File: src/rtl/wdc_timeout_counter.sv
// shared constants of the watchdog control block, and its timeout counter
// assumes one clock, asynchronous active-high reset, a same-clock count tick
`timescale 1ns/1ps

package wdc_pkg;
    // ------------------------------------------------------------------
    // register offsets
    // ------------------------------------------------------------------
    localparam logic [3:0]  OFS_CTRL      = 4'h0;
    localparam logic [3:0]  OFS_CLR       = 4'h4;
    localparam logic [3:0]  OFS_SET       = 4'h8;
    localparam logic [3:0]  OFS_INV       = 4'hC;
    // ------------------------------------------------------------------
    // field positions
    // ------------------------------------------------------------------
    localparam int          KEY_LSB       = 16;
    localparam int          ON_BIT        = 15;
    localparam int          RUN_PS_LSB    = 8;
    localparam int          CLK_CH_LSB    = 6;
    localparam int          SLP_PS_LSB    = 1;
    localparam int          WIN_BIT       = 0;
    // ------------------------------------------------------------------
    // key, lane pattern and reset values
    // ------------------------------------------------------------------
    localparam logic [15:0] RESTART_KEY   = 16'h5743;
    localparam logic [3:0]  KEY_LANES     = 4'hC;
    localparam logic        ON_RESET      = 1'h0;
    localparam logic [4:0]  PS_RESET      = 5'h00;
    localparam logic [1:0]  CLK_CH_RESET  = 2'h0;
    localparam logic        WIN_RESET     = 1'h0;
    // restart window opens for the last quarter of the period
    localparam int          WIN_OPEN_SHIFT = 2;
endpackage : wdc_pkg

// ----------------------------------------------------------------------
// timeout counter
// ----------------------------------------------------------------------
module wdc_timeout_counter #(
    parameter int unsigned BASE_COUNT = 1
) (
    input  wire logic       clk_i,
    input  wire logic       rst_i,
    input  wire logic       ce_i,
    input  wire logic       run_i,
    input  wire logic       restart_i,
    input  wire logic       tick_i,
    input  wire logic [4:0] postscale_i,
    output logic            expired_o,
    output logic            early_o
);
    logic [63:0] cnt;
    logic [63:0] limit;

    // period is base count times two to the postscaler
    assign limit   = 64'(BASE_COUNT) << postscale_i;
    // restart before the window opens counts as early
    assign early_o = cnt < (limit - (limit >> wdc_pkg::WIN_OPEN_SHIFT));

    // count ticks, wrap and flag at the end of the period
    always_ff @(posedge clk_i or posedge rst_i) begin
        if (rst_i) begin
            cnt       <= 64'h0;
            expired_o <= 1'b0;
        end else if (ce_i) begin
            expired_o <= 1'b0;
            if (!run_i || restart_i) begin
                cnt <= 64'h0;
            end else if (tick_i) begin
                if (cnt >= limit - 64'h1) begin
                    cnt       <= 64'h0;
                    expired_o <= 1'b1;
                end else begin
                    cnt <= cnt + 64'h1;
                end
            end
        end
    end
endmodule : wdc_timeout_counter

File: src/rtl/wdc_watchdog_control.sv
// watchdog control register, configuration shadows and timeout handling
// assumes a plain register port with read data one cycle after the strobe,
// configuration bits and sleep state arriving from outside this clock
//
// Summary of operation
// - Key 0x5743 written as one 16-bit access to upper half restarts count.
// - Upper sixteen bits hold the write-only key; they read zero.
// - Bit 15 enables the watchdog; resets to zero; read and write.
// - Software enable counts only when configuration enable bit is zero.
// - Bits 12..8 load the run postscaler configuration on every reset.
// - Bits 7..6 load the run clock choice configuration on every reset.
// - Bits 5..1 load the sleep postscaler configuration on every reset.
// - Bit 0 enables windowed mode; loads from window configuration bit.
// - Bits 14..13 ignore writes and read zero.
// - Offsets 4, 8, 12 clear, set or toggle the written one-bits.
// - Configuration-loaded shadows ignore software writes.
// - Enabled watchdog resets the device unless periodically restarted.
// - In sleep the watchdog uses the sleep postscaler and wakes instead.
//
// The address-and-strobe port and the address map were chosen for this implementation.
`timescale 1ns/1ps

module wdc_watchdog_control #(
    parameter int unsigned BASE_COUNT = 1
) (
    input  wire logic        clk_i,
    input  wire logic        rst_i,
    input  wire logic        ce_i,
    input  wire logic [3:0]  addr_i,
    input  wire logic [31:0] wdata_i,
    input  wire logic [3:0]  wr_lanes_i,
    input  wire logic        wr_i,
    input  wire logic        rd_i,
    output logic      [31:0] rdata_o,
    input  wire logic [4:0]  cfg_run_postscale_i,
    input  wire logic [1:0]  cfg_run_clock_choice_i,
    input  wire logic [4:0]  cfg_sleep_postscale_i,
    input  wire logic        cfg_window_disable_i,
    input  wire logic        cfg_watchdog_enable_i,
    input  wire logic        sleep_i,
    input  wire logic        wdt_tick_i,
    output logic             active_o,
    output logic             restart_o,
    output logic             device_reset_o,
    output logic             wake_o
);
    // ------------------------------------------------------------------
    // input synchronisers
    // ------------------------------------------------------------------
    localparam int SW = 15;

    logic [SW-1:0] sync_a;
    logic [SW-1:0] sync_b;
    logic [4:0]    cfg_run_ps_s;
    logic [1:0]    cfg_clk_s;
    logic [4:0]    cfg_slp_ps_s;
    logic          cfg_win_s;
    logic          cfg_en_s;
    logic          sleep_s;

    // two stages for every outside level
    always_ff @(posedge clk_i or posedge rst_i) begin
        if (rst_i) begin
            sync_a <= '0;
            sync_b <= '0;
        end else if (ce_i) begin
            sync_a <= {sleep_i, cfg_watchdog_enable_i, cfg_window_disable_i,
                       cfg_sleep_postscale_i, cfg_run_clock_choice_i, cfg_run_postscale_i};
            sync_b <= sync_a;
        end
    end

    assign cfg_run_ps_s = sync_b[4:0];
    assign cfg_clk_s    = sync_b[6:5];
    assign cfg_slp_ps_s = sync_b[11:7];
    assign cfg_win_s    = sync_b[12];
    assign cfg_en_s     = sync_b[13];
    assign sleep_s      = sync_b[14];

    // ------------------------------------------------------------------
    // register state
    // ------------------------------------------------------------------
    logic       enable_bit;
    logic       window_mode_enable;
    logic [4:0] run_postscale_copy;
    logic [1:0] run_clock_choice_copy;
    logic [4:0] sleep_postscale_copy;
    logic       loaded;
    logic [1:0] load_wait;

    // decoded write strobes
    logic       wr_ctrl;
    logic       wr_clr;
    logic       wr_set;
    logic       wr_inv;
    logic       key_hit;
    logic [1:0] wmask;
    logic [1:0] wbits;
    logic [1:0] cur;
    logic [1:0] next_bits;

    assign wr_ctrl = wr_i && (addr_i == wdc_pkg::OFS_CTRL);
    assign wr_clr  = wr_i && (addr_i == wdc_pkg::OFS_CLR);
    assign wr_set  = wr_i && (addr_i == wdc_pkg::OFS_SET);
    assign wr_inv  = wr_i && (addr_i == wdc_pkg::OFS_INV);

    // exact key, upper half lanes only, base address only
    assign key_hit = wr_ctrl && (wr_lanes_i == wdc_pkg::KEY_LANES)
                     && (wdata_i[31:wdc_pkg::KEY_LSB] == wdc_pkg::RESTART_KEY);

    // only bit 15 and bit 0 are software writable, gated by their lanes
    assign wmask = {wr_lanes_i[1], wr_lanes_i[0]};
    assign wbits = {wdata_i[wdc_pkg::ON_BIT], wdata_i[wdc_pkg::WIN_BIT]} & wmask;
    assign cur   = {enable_bit, window_mode_enable};

    // plain, clear, set and invert forms of a write
    always_comb begin
        next_bits = cur;
        if (wr_ctrl) begin
            next_bits = (cur & ~wmask) | wbits;
        end else if (wr_clr) begin
            next_bits = cur & ~wbits;
        end else if (wr_set) begin
            next_bits = cur | wbits;
        end else if (wr_inv) begin
            next_bits = cur ^ wbits;
        end
    end

    // writable control bits
    always_ff @(posedge clk_i or posedge rst_i) begin
        if (rst_i) begin
            enable_bit         <= wdc_pkg::ON_RESET;
            window_mode_enable <= wdc_pkg::WIN_RESET;
        end else if (ce_i) begin
            if (!loaded) begin
                window_mode_enable <= cfg_win_s;
            end else begin
                window_mode_enable <= next_bits[0];
            end
            enable_bit <= next_bits[1];
        end
    end

    // shadows caught from configuration once after each reset release
    always_ff @(posedge clk_i or posedge rst_i) begin
        if (rst_i) begin
            run_postscale_copy    <= wdc_pkg::PS_RESET;
            run_clock_choice_copy <= wdc_pkg::CLK_CH_RESET;
            sleep_postscale_copy  <= wdc_pkg::PS_RESET;
            loaded                <= 1'b0;
            load_wait             <= 2'h0;
        end else if (ce_i) begin
            // two enabled edges fill both synchroniser stages before the load
            load_wait <= {load_wait[0], 1'b1};
            if (!loaded && load_wait[1]) begin
                run_postscale_copy    <= cfg_run_ps_s;
                run_clock_choice_copy <= cfg_clk_s;
                sleep_postscale_copy  <= cfg_slp_ps_s;
                loaded                <= 1'b1;
            end
        end
    end

    // ------------------------------------------------------------------
    // read path
    // ------------------------------------------------------------------
    // key lanes and unused bits read zero; aliases and holes read zero
    always_ff @(posedge clk_i or posedge rst_i) begin
        if (rst_i) begin
            rdata_o <= 32'h0000_0000;
        end else if (ce_i) begin
            rdata_o <= 32'h0000_0000;
            if (rd_i && addr_i == wdc_pkg::OFS_CTRL) begin
                rdata_o[wdc_pkg::ON_BIT]                       <= enable_bit;
                rdata_o[wdc_pkg::RUN_PS_LSB+4:wdc_pkg::RUN_PS_LSB] <= run_postscale_copy;
                rdata_o[wdc_pkg::CLK_CH_LSB+1:wdc_pkg::CLK_CH_LSB] <= run_clock_choice_copy;
                rdata_o[wdc_pkg::SLP_PS_LSB+4:wdc_pkg::SLP_PS_LSB] <= sleep_postscale_copy;
                rdata_o[wdc_pkg::WIN_BIT]                      <= window_mode_enable;
            end
        end
    end

    // ------------------------------------------------------------------
    // timeout handling
    // ------------------------------------------------------------------
    logic       run_now;
    logic       expired;
    logic       early;
    logic [4:0] active_ps;

    // configuration enable overrides the software bit
    assign run_now   = loaded && (cfg_en_s || enable_bit);
    assign active_ps = sleep_s ? sleep_postscale_copy : run_postscale_copy;

    wdc_timeout_counter #(
        .BASE_COUNT (BASE_COUNT)
    ) u_counter (
        .clk_i       (clk_i),
        .rst_i       (rst_i),
        .ce_i        (ce_i),
        .run_i       (run_now),
        .restart_i   (key_hit),
        .tick_i      (wdt_tick_i),
        .postscale_i (active_ps),
        .expired_o   (expired),
        .early_o     (early)
    );

    // status and event outputs, timeout resets in run and wakes in sleep
    always_ff @(posedge clk_i or posedge rst_i) begin
        if (rst_i) begin
            active_o       <= 1'b0;
            restart_o      <= 1'b0;
            device_reset_o <= 1'b0;
            wake_o         <= 1'b0;
        end else if (ce_i) begin
            active_o       <= run_now;
            restart_o      <= key_hit && run_now;
            device_reset_o <= run_now && ((expired && !sleep_s)
                              || (key_hit && window_mode_enable && early));
            wake_o         <= run_now && expired && sleep_s;
        end
    end

    // ------------------------------------------------------------------
    // assertions
    // ------------------------------------------------------------------
    a_key_restart: assert property (@(posedge clk_i) disable iff (rst_i)
        (ce_i && key_hit && run_now) |=> restart_o)
        else $error("key write did not restart the watchdog");

    a_bad_key_ignored: assert property (@(posedge clk_i) disable iff (rst_i)
        (ce_i && wr_i && (wr_lanes_i != wdc_pkg::KEY_LANES
            || wdata_i[31:16] != wdc_pkg::RESTART_KEY)) |=> !restart_o)
        else $error("bad key or width restarted the watchdog");

    a_key_reads_zero: assert property (@(posedge clk_i) disable iff (rst_i)
        (ce_i && rd_i) |=> (rdata_o[31:16] == 16'h0000) && (rdata_o[14:13] == 2'h0))
        else $error("key or unused bits read nonzero");

    a_enable_write: assert property (@(posedge clk_i) disable iff (rst_i)
        (ce_i && wr_ctrl && wr_lanes_i[1]) |=> enable_bit == $past(wdata_i[15]))
        else $error("enable bit did not take written value");

    a_cfg_governs: assert property (@(posedge clk_i) disable iff (rst_i)
        (ce_i && loaded && cfg_en_s) |=> active_o)
        else $error("configuration enable did not run watchdog");

    a_shadow_load: assert property (@(posedge clk_i) disable iff (rst_i)
        (ce_i && !loaded && load_wait[1]) |=> run_postscale_copy == $past(cfg_run_ps_s)
            && run_clock_choice_copy == $past(cfg_clk_s)
            && sleep_postscale_copy == $past(cfg_slp_ps_s))
        else $error("shadow copies not loaded from configuration");

    a_shadow_hold: assert property (@(posedge clk_i) disable iff (rst_i)
        (loaded && wr_i) |=> $stable(run_postscale_copy) && $stable(sleep_postscale_copy)
            && $stable(run_clock_choice_copy))
        else $error("software write changed a shadow copy");

    a_alias_set: assert property (@(posedge clk_i) disable iff (rst_i)
        (ce_i && loaded && wr_set && wr_lanes_i[0] && wdata_i[0]) |=> window_mode_enable)
        else $error("set alias did not set window bit");

    a_alias_inv: assert property (@(posedge clk_i) disable iff (rst_i)
        (ce_i && wr_inv && wr_lanes_i[1] && wdata_i[15]) |=> enable_bit != $past(enable_bit))
        else $error("invert alias did not toggle enable");

    a_timeout_reset: assert property (@(posedge clk_i) disable iff (rst_i)
        (ce_i && run_now && expired && !sleep_s) |=> device_reset_o && !wake_o)
        else $error("timeout in run mode gave no reset");

    a_sleep_wake: assert property (@(posedge clk_i) disable iff (rst_i)
        (ce_i && run_now && expired && sleep_s) |=> wake_o && !device_reset_o)
        else $error("timeout in sleep gave no wake");

    // ------------------------------------------------------------------
    // read path, alias, hole write and window load assertions
    // ------------------------------------------------------------------
    a_read_idle_zero: assert property (@(posedge clk_i) disable iff (rst_i)
        (ce_i && !rd_i) |=> rdata_o == 32'h0000_0000)
        else $error("read data nonzero without a read");

    a_alias_read_zero: assert property (@(posedge clk_i) disable iff (rst_i)
        (ce_i && rd_i && addr_i != wdc_pkg::OFS_CTRL) |=> rdata_o == 32'h0000_0000)
        else $error("alias or unmapped read returned data");

    a_read_fields: assert property (@(posedge clk_i) disable iff (rst_i)
        (ce_i && rd_i && addr_i == wdc_pkg::OFS_CTRL) |=> rdata_o[15] == $past(enable_bit)
            && rdata_o[12:8] == $past(run_postscale_copy)
            && rdata_o[7:6] == $past(run_clock_choice_copy)
            && rdata_o[5:1] == $past(sleep_postscale_copy)
            && rdata_o[0] == $past(window_mode_enable))
        else $error("control read did not return register fields");

    a_hole_write: assert property (@(posedge clk_i) disable iff (rst_i)
        (ce_i && loaded && wr_i && !wr_ctrl && !wr_clr && !wr_set && !wr_inv)
            |=> $stable(enable_bit) && $stable(window_mode_enable))
        else $error("unmapped write changed a control bit");

    a_alias_clear: assert property (@(posedge clk_i) disable iff (rst_i)
        (ce_i && wr_clr && wr_lanes_i[1] && wdata_i[15]) |=> !enable_bit)
        else $error("clear alias did not clear enable");

    a_inv_window: assert property (@(posedge clk_i) disable iff (rst_i)
        (ce_i && loaded && wr_inv && wr_lanes_i[0] && wdata_i[0])
            |=> window_mode_enable != $past(window_mode_enable))
        else $error("invert alias did not toggle window bit");

    a_window_load: assert property (@(posedge clk_i) disable iff (rst_i)
        (ce_i && !loaded) |=> window_mode_enable == $past(cfg_win_s))
        else $error("window bit not loaded from configuration");

    // ------------------------------------------------------------------
    // enable, window and event assertions
    // ------------------------------------------------------------------
    a_sw_enable_gate: assert property (@(posedge clk_i) disable iff (rst_i)
        (ce_i && loaded && !cfg_en_s && !enable_bit) |=> !active_o)
        else $error("watchdog ran with both enables off");

    a_sw_enable_run: assert property (@(posedge clk_i) disable iff (rst_i)
        (ce_i && loaded && enable_bit) |=> active_o)
        else $error("software enable did not run watchdog");

    a_stopped_quiet: assert property (@(posedge clk_i) disable iff (rst_i)
        (ce_i && !run_now) |=> !device_reset_o && !wake_o && !restart_o)
        else $error("stopped watchdog raised an event");

    a_window_early: assert property (@(posedge clk_i) disable iff (rst_i)
        (ce_i && run_now && key_hit && window_mode_enable && early) |=> device_reset_o)
        else $error("early key in window mode gave no reset");

    a_window_off: assert property (@(posedge clk_i) disable iff (rst_i)
        (ce_i && !window_mode_enable && !expired) |=> !device_reset_o)
        else $error("reset without timeout while window mode off");

    a_wake_sleep_only: assert property (@(posedge clk_i) disable iff (rst_i)
        (ce_i && !sleep_s) |=> !wake_o)
        else $error("wake raised outside sleep");

    a_ce_freeze: assert property (@(posedge clk_i) disable iff (rst_i)
        (!ce_i) |=> $stable(enable_bit) && $stable(window_mode_enable) && $stable(rdata_o))
        else $error("state changed while clock enable low");

endmodule : wdc_watchdog_control

File: config.mk
export PLATFORM = sky130hd
export DESIGN_NAME = wdc_watchdog_control
export DESIGN_NICKNAME = d
export VERILOG_FILES = /design/src/rtl/wdc_timeout_counter.sv /design/src/rtl/wdc_watchdog_control.sv
export SDC_FILE = /design/constraint.sdc
export NUM_CORES = 1
export LEC_CHECK = 0
export BUFFER_PORTS_ARGS = -buffer_cell sky130_fd_sc_hd__buf_2
export CAP_MARGIN = 5
export CORE_UTILIZATION = 55
export CTS_BUF_LIST = sky130_fd_sc_hd__clkbuf_16
export CTS_CLUSTER_DIAMETER = 150
export DETAILED_ROUTE_END_ITERATION = 8
export PLACE_DENSITY = 0.74
export SLEW_MARGIN = 20
export SYNTH_ARGS = -nofsm -noshare
export SYNTH_HDL_FRONTEND = slang
export SYNTH_SLANG_ARGS = --single-unit
export TNS_END_PERCENT = 10
File: constraint.sdc
create_clock -name clk_i -period 13.2 [get_ports clk_i]
set_clock_uncertainty 0.05 [all_clocks]
set_input_delay 2.64 -clock clk_i [delete_from_list [all_inputs] [get_ports clk_i]]
set_output_delay 2.64 -clock clk_i [all_outputs]
set_load 0.005 [all_outputs]
# After elaboration in Yosys (flattened, before gate mapping)
# Cells that the tools add are included.
[classes] add_sub_neg=3 order_cmp=2 n_eq_ne=6 shift=1 mux=14 bitwise=8 reduce_logical=29
[op_table] op="$mux W64" n=3
[op_table] op="$add A64 B1 Y64 const B" n=1
[op_table] op="$ge A64 B64 Y1" n=1
[op_table] op="$lt A64 B64 Y1" n=1
[op_table] op="$shl A1 B5 Y64 const A" n=1
[op_table] op="$sub A64 B1 Y64 const B" n=1
[op_table] op="$sub A64 B62 Y64" n=1
[op_table] op="$eq A16 B15 Y1 const B" n=1
[op_table] op="$logic_and A1 B1 Y1" n=16
[op_table] op="$mux W13" n=1
[op_table] op="$eq A4 B4 Y1 const B" n=3
[op_table] op="$mux W2" n=4
[op_table] op="$reduce_and A2 Y1" n=4
[op_table] op="$and A2 B2 Y2" n=3
[op_table] op="$mux W1" n=5
[op_table] op="$mux W5" n=1
[op_table] op="$ne A5 B1 Y1 const B" n=1
[op_table] op="$eq A4 B3 Y1 const B" n=1
[op_table] op="$logic_not A4 Y1" n=1
[op_table] op="$not A2 Y2" n=2
[op_table] op="$or A2 B2 Y2" n=2
[op_table] op="$reduce_bool A4 Y1" n=1
[op_table] op="$logic_not A1 Y1" n=3
[op_table] op="$logic_or A1 B1 Y1" n=3
[op_table] op="other kinds (2)" n=2
[word_totals] regBits=130 inputBits=61 out_inout_bits=36

# Longest topological paths before layout
[logic_depth] ltp_word=8 depth_mapped=28 mapped_depth_nobuf=26

# Modules after synthesis
# A second synthesis with hierarchy kept.
[hier_totals] hier_cells=1435 hier_area_um2=11866.4
[by_module_without_submodules] mod="wdc_timeout_counter" n_inst=1 cells_per_inst=1190 area_per_inst_um2=8934.8
[by_module_without_submodules] mod="wdc_watchdog_control" n_inst=1 cells_per_inst=245 area_per_inst_um2=2931.6

# Least setup slack after synthesis
# Ideal clock, no wire load.
[synth_path] kind="reg2reg" start="register sync_b[14]" end="register device_reset_o" setup_time_ps=64 arrival_ps=5368 required_time_ps=13086 setup_slack_ps=7718 path_stages_with_launch=27 path_cell_list="dfrtp_1 clkbuf_1 buf_1 o21ai_0 nor3_1 clkbuf_1 nand2_1 inv_1 ha_1 nor2b_1 o2111a_1 o31ai_1 a31oi_1 a31oi_1 nor3_1 o21ai_1 buf_2 nand2_1 ha_1 a21o_1 a21o_1 a21oi_1 o21ai_0 nor3_1 a21oi_1 o211ai_1 a21o_1"
[synth_between] elab_chain_cells=7 word_cells_on_any_way=9
[synth_lines] item="start: declaration" line="wdc_watchdog_control.sv:53" source="logic [SW-1:0] sync_b;"
[synth_lines] item="start signal: assignment" line="wdc_watchdog_control.sv:69" source="sync_b <= sync_a;"
[synth_lines] item="$mux W5" line="wdc_watchdog_control.sv:194" source="assign active_ps = sleep_s ? sleep_postscale_copy : run_postscale_copy;"
[synth_lines] item="$shl A1 B5 Y64" line="wdc_timeout_counter.sv:55" source="assign limit = 64'(BASE_COUNT) << postscale_i;"
[synth_lines] item="$sub A64 B62 Y64" line="wdc_timeout_counter.sv:57" source="assign early_o = cnt < (limit - (limit >> wdc_pkg::WIN_OPEN_SHIFT));"
[synth_lines] item="$lt A64 B64 Y1" line="wdc_timeout_counter.sv:57"
[synth_lines] item="$logic_and A1 B1 Y1" line="wdc_watchdog_control.sv:221" source="|| (key_hit && window_mode_enable && early));"
[synth_lines] item="$logic_or A1 B1 Y1 (*)" line="wdc_watchdog_control.sv:221"
[synth_lines] item="$logic_and A1 B1 Y1 (*)" line="wdc_watchdog_control.sv:220" source="device_reset_o <= run_now && ((expired && !sleep_s)"
[synth_lines] item="end signal: assignment" line="wdc_watchdog_control.sv:220"
[synth_lines] item="end: declaration" line="wdc_watchdog_control.sv:44" source="output logic device_reset_o,"
# Every way passes the cells marked *; elsewhere a longest branch is shown, timed or not.
# A chain may end at the register's enable or synchronous reset.

# Worst setup path in the final report
# Same ends and word-level chain as after synthesis.

==> impl_metrics.env <==
export IMPL_worst_r2r_endpoint="device_reset_o"
export IMPL_numCtsBuffers=17
export IMPL_power_report_internal_total_w=0.00119
export IMPL_power_clock_fraction_pct=22.3
export IMPL_critPathRequiredTime_ps=13510
export IMPL_clkTransAtPathRegs_ps=80
export IMPL_whs_path_depth=1
export IMPL_vdd_drop_max_uv=140
export IMPL_complex_gate_fraction_of_the_synthesized_area_pct=17.3
export IMPL_top_area_cell_type_share_of_the_netlist_area_pct=28.4
export IMPL_type_of_the_setup_path_with_the_least_slack="flop to flop"
export IMPL_cts_setup_buffers=0
export IMPL_die_footprint_mm2=0.0214
export IMPL_top_delay_family_on_crit_path="compound AO/OA/AOI/OAI gates"
export IMPL_drt_first_pass_iters=5
export IMPL_layout_area_overhead_vs_synth_pct=10.5
export IMPL_critical_path_peak_fanout=17
export IMPL_drt_wirelength_per_cell_um=16.9
export IMPL_detailedRoute_firstIterationViolations=639
export IMPL_insertion_delay_ps=440
export IMPL_gr_usage_all_layers_pct=27.0
export IMPL_crit_arrival_ps=7650
export IMPL_power_per_cell_area_mw_per_mm2=170
export IMPL_diodes=0
export IMPL_antenna_found_initial=0
export IMPL_io_buffer_count=64
export IMPL_synth_sequential_area_ratio_pct=28.4
export IMPL_finalCritPeriodShare_pct=55.6
export IMPL_cts_tree="yes"
export IMPL_synth_distinct_cells=72
export IMPL_postRouteAntennaNets=0
export IMPL_power_share_combinational_pct=56.5
export IMPL_dominant_register_cell_in_the_synthesized_netlist="sky130_fd_sc_hd__dfrtp_1"
export IMPL_rsz0062_at_grt="no"
export IMPL_netlist_top_cells_area="sky130_fd_sc_hd__dfrtp_1, sky130_fd_sc_hd__ha_1, sky130_fd_sc_hd__mux2_2"
export IMPL_synthesis_area_mm2=0.0114
export IMPL_worst_slew_pin_slew_ps=1060
export IMPL_setup_reg_to_reg_worst_slack_ps=5860
export IMPL_post_dp_hpwl_mm=21.0
export IMPL_start_util_pct=56.3
export IMPL_post_synth_xor_area_fraction_pct=6.74
export IMPL_finish_instance_area_mm2=0.0126
export IMPL_finalSetupViolations=0
export IMPL_final_nets=1617
export IMPL_switching_share_pct=44.6
export IMPL_die_h_um=146
export IMPL_post_cts_resized=0
export IMPL_drc=0
export IMPL_post_synth_fa_ha_maj_area_fraction_pct=18.2
export IMPL_post_synth_inst_count=1321
export IMPL_worst_path_stages=26
export IMPL_io_pin_count=97
export IMPL_critPathLaunch="sync_b[14]"
export IMPL_maximum_number_of_pins_on_one_net_before_global_route_repair=78
export IMPL_cap_violations=0
export IMPL_synth_simple_area_share_pct=19.4
export IMPL_place_area_mm2=0.0120
export IMPL_number_of_hold_buffers_added_after_cts=0
export IMPL_synthDominantAreaCellType="sky130_fd_sc_hd__dfrtp_1"
export IMPL_synthArstFlopShare_pct=100
export IMPL_clock_tree_buffer_depth=2
export IMPL_floorplan_core_area_mm2=0.0203
export IMPL_min_from="run_clock_choice_copy[1]"
export IMPL_layout_min_cycle_time_ps=7340
export IMPL_max_freq_ghz=0.136
export IMPL_clockRootBuffer="sky130_fd_sc_hd__clkbuf_16"
export IMPL_htreeDepth=4
export IMPL_dominant_combinational_cell_family_by_area_after_synthesis="simple AND/OR/NAND/NOR gates"
export IMPL_post_route_cells_drive_above_1_share_pct=12.8
export IMPL_maxSlewHeadroom_pct=27.0
export IMPL_slew_violations=0
export IMPL_numClockSinks=130
export IMPL_net_switching_power_w=0.000957
export IMPL_stdcell_count=1673
export IMPL_ys_seq_elements=130
export IMPL_crit_top_cell="sky130_fd_sc_hd__a21o_1"
export IMPL_leakagePower_nw=6.39
export IMPL_outcome="complete, no violations"
export IMPL_fin_worst_hold_slack_ps=439
export IMPL_endpoint="device_reset_o"
export IMPL_syn_avg_cell_area_um2=8.66
export IMPL_finalHoldViolations=0
export IMPL_routed_wl_mm=28.3
export IMPL_min_path_type="flop to flop"
export IMPL_rows=52
export IMPL_reg2reg_depth=26
export IMPL_final_setup_tns_ps=0
export IMPL_synth_mux_area_fraction_pct=5.06
export IMPL_critical_path_endpoint_type="flop"
export IMPL_worstSetupStartpointType="flop"
export IMPL_die_width_um=146
export IMPL_critPathMaxStageDelay_ps=890
export IMPL_first_global_vias=9585
export IMPL_gpl_final_weighted_congestion=0.911
export IMPL_synth_enable_flop_cells=0
export IMPL_ys_warn_count=0
export IMPL_crit_path_buffers_inverters=3
export IMPL_timing_rr_start="sync_b[14]"
export IMPL_total_power_w=0.00215
export IMPL_average_vias_per_placed_instance=5.94
export IMPL_seqPwrFrac_pct=21.1
export IMPL_wire_length_of_the_first_global_routing_pass_mm=46.8
export IMPL_place_inst=1641
export IMPL_route_vias_total=9941
export IMPL_globalRouteOverflowTotal=0
export IMPL_crit_path_top_delay_cell="sky130_fd_sc_hd__o41ai_4"
==> power by group through the flow <==
stage          Clock [W]  Sequential (W)  Combinational [W]
2_1_floorplan          0        0.000449           0.000936
3_3_place_gp           0        0.000459            0.00115
3_5_place_dp           0        0.000461            0.00119
4_1_cts         0.000484        0.000453            0.00120
5_1_grt         0.000499        0.000457            0.00137
6_report        0.000479        0.000453            0.00121
==> state kept, by name (all words and copies together), names as in the netlist, 2 cells and up, named ones only <==
| register | cells |
|---|---|
| load_wait | 2 |
| rdata_o | 14 |
| run_postscale_copy | 5 |
| sync_a | 15 |
| sleep_postscale_copy | 5 |
| sync_b | 15 |
| run_clock_choice_copy | 2 |
| u_counter.cnt | 64 |
==> per-layer routing <==
metal / global-route usage [%] / vias up / share of wire, % / wire length, um
met4: 10.7 / 0 / 2.7 / 772
met5: 0 / - / 0 / 0
met2: 44.6 / 285 / 48 / 13400
met3: 3.69 / 57 / 4.8 / 1350
met1: 35.8 / 4751 / 45 / 12700
li1: - / 4848 / - / -
==> kinds of logic after synthesis <==
logic type      count (synthesis)
mux                            52
other cells                     2
compound gates                296
flops                         130
xor+xnor                       88
buf+inv                       126
fa+ha+maj                     166
simple gates                  461
==> worst min path at each step <==
stage / to / slack (ps)
floorplan: load_wait[0] / 380
global placement: load_wait[0] / 400
detailed placement: load_wait[0] / 410
CTS: load_wait[0] / 440
global route: load_wait[0] / 460
finish: rdata_o[7] / 440
==> cell type report <==
| cell class | instances | area [um^2] |
|---|---|---|
| multi-input combinational | 1096 | 7760 |
| fill | 1745 | 7660 |
| sequential | 130 | 3250 |
| clock buffer | 17 | 425 |
| timing repair buffer | 77 | 418 |
| tap | 270 | 338 |
| inverter | 68 | 260 |
| clock inverter | 15 | 181 |
==> synthesized netlist by cell type, types with 3 or more instances <==
master                        n
sky130_fd_sc_hd__a2111oi_0    4
sky130_fd_sc_hd__a211oi_1     6
sky130_fd_sc_hd__a21o_1      48
sky130_fd_sc_hd__a21oi_1     82
sky130_fd_sc_hd__a221oi_1     4
sky130_fd_sc_hd__a22o_1      19
sky130_fd_sc_hd__a31oi_1     12
sky130_fd_sc_hd__and2_1       4
sky130_fd_sc_hd__and3_1      13
sky130_fd_sc_hd__and4_1       4
sky130_fd_sc_hd__buf_1        5
sky130_fd_sc_hd__buf_2        5
sky130_fd_sc_hd__buf_4       19
sky130_fd_sc_hd__clkbuf_1    29
sky130_fd_sc_hd__dfrtp_1    130
sky130_fd_sc_hd__ha_1       165
sky130_fd_sc_hd__inv_1       67
sky130_fd_sc_hd__mux2_2      47
sky130_fd_sc_hd__mux2i_1      5
sky130_fd_sc_hd__nand2_1    131
sky130_fd_sc_hd__nand2b_1    11
sky130_fd_sc_hd__nand3_1     54
sky130_fd_sc_hd__nand3b_1     3
sky130_fd_sc_hd__nand4_1     43
sky130_fd_sc_hd__nor2_1     136
sky130_fd_sc_hd__nor2b_1     11
sky130_fd_sc_hd__nor3_1      16
sky130_fd_sc_hd__nor4_1       8
sky130_fd_sc_hd__o211ai_1    19
sky130_fd_sc_hd__o21a_1      15
sky130_fd_sc_hd__o21ai_0     51
sky130_fd_sc_hd__o21ai_1      3
sky130_fd_sc_hd__o21bai_1     4
sky130_fd_sc_hd__o31a_1       3
sky130_fd_sc_hd__o31ai_1      4
sky130_fd_sc_hd__or2_2        7
sky130_fd_sc_hd__or3_1        5
sky130_fd_sc_hd__xnor2_1     56
sky130_fd_sc_hd__xor2_1      32
==> metrics by stage <==
step,util (%),setup slack [ps]
floorplan,-,7040
global placement,59.3,6210
detailed placement,59.3,6120
CTS,62.3,6040
global route,62.3,5400
finish,62.3,5860
==> cell usage in the layout (no fill, tap or decap), types with 32 or more instances in the layout <==
| cell type | n |
|---|---|
| sky130_fd_sc_hd__ha_1 | 165 |
| sky130_fd_sc_hd__nor2_1 | 134 |
| sky130_fd_sc_hd__nand2_1 | 131 |
| sky130_fd_sc_hd__dfrtp_1 | 130 |
| sky130_fd_sc_hd__a21oi_1 | 82 |
| sky130_fd_sc_hd__inv_1 | 66 |
| sky130_fd_sc_hd__buf_2 | 64 |
| sky130_fd_sc_hd__xnor2_1 | 56 |
| sky130_fd_sc_hd__nand3_1 | 54 |
| sky130_fd_sc_hd__o21ai_0 | 51 |
| sky130_fd_sc_hd__a21o_1 | 48 |
| sky130_fd_sc_hd__mux2_2 | 47 |
| sky130_fd_sc_hd__nand4_1 | 43 |
| sky130_fd_sc_hd__conb_1 | 33 |
| sky130_fd_sc_hd__xor2_1 | 32 |
==> worst reg2reg max path, cell delays in order (launching register included) <==
cell,delay [ps]
sky130_fd_sc_hd__dfrtp_1,730
sky130_fd_sc_hd__mux2_2,540
sky130_fd_sc_hd__inv_1,190
sky130_fd_sc_hd__nand2_1,260
sky130_fd_sc_hd__inv_1,230
sky130_fd_sc_hd__nand2_1,70
sky130_fd_sc_hd__nor2_1,280
sky130_fd_sc_hd__ha_1,230
sky130_fd_sc_hd__inv_1,50
sky130_fd_sc_hd__fa_1,390
sky130_fd_sc_hd__a21o_1,210
sky130_fd_sc_hd__a221oi_2,380
sky130_fd_sc_hd__nor4b_2,140
sky130_fd_sc_hd__o211ai_2,200
sky130_fd_sc_hd__a41oi_1,230
sky130_fd_sc_hd__o21a_1,280
sky130_fd_sc_hd__o41ai_4,890
sky130_fd_sc_hd__xor2_1,210
sky130_fd_sc_hd__ha_1,260
sky130_fd_sc_hd__a21o_1,170
sky130_fd_sc_hd__a21o_1,170
sky130_fd_sc_hd__a21oi_1,180
sky130_fd_sc_hd__o21ai_0,150
sky130_fd_sc_hd__nor3_1,210
sky130_fd_sc_hd__a21oi_1,160
sky130_fd_sc_hd__o211ai_1,230
sky130_fd_sc_hd__a21o_1,180
Power figures use the tool's default switching activity.
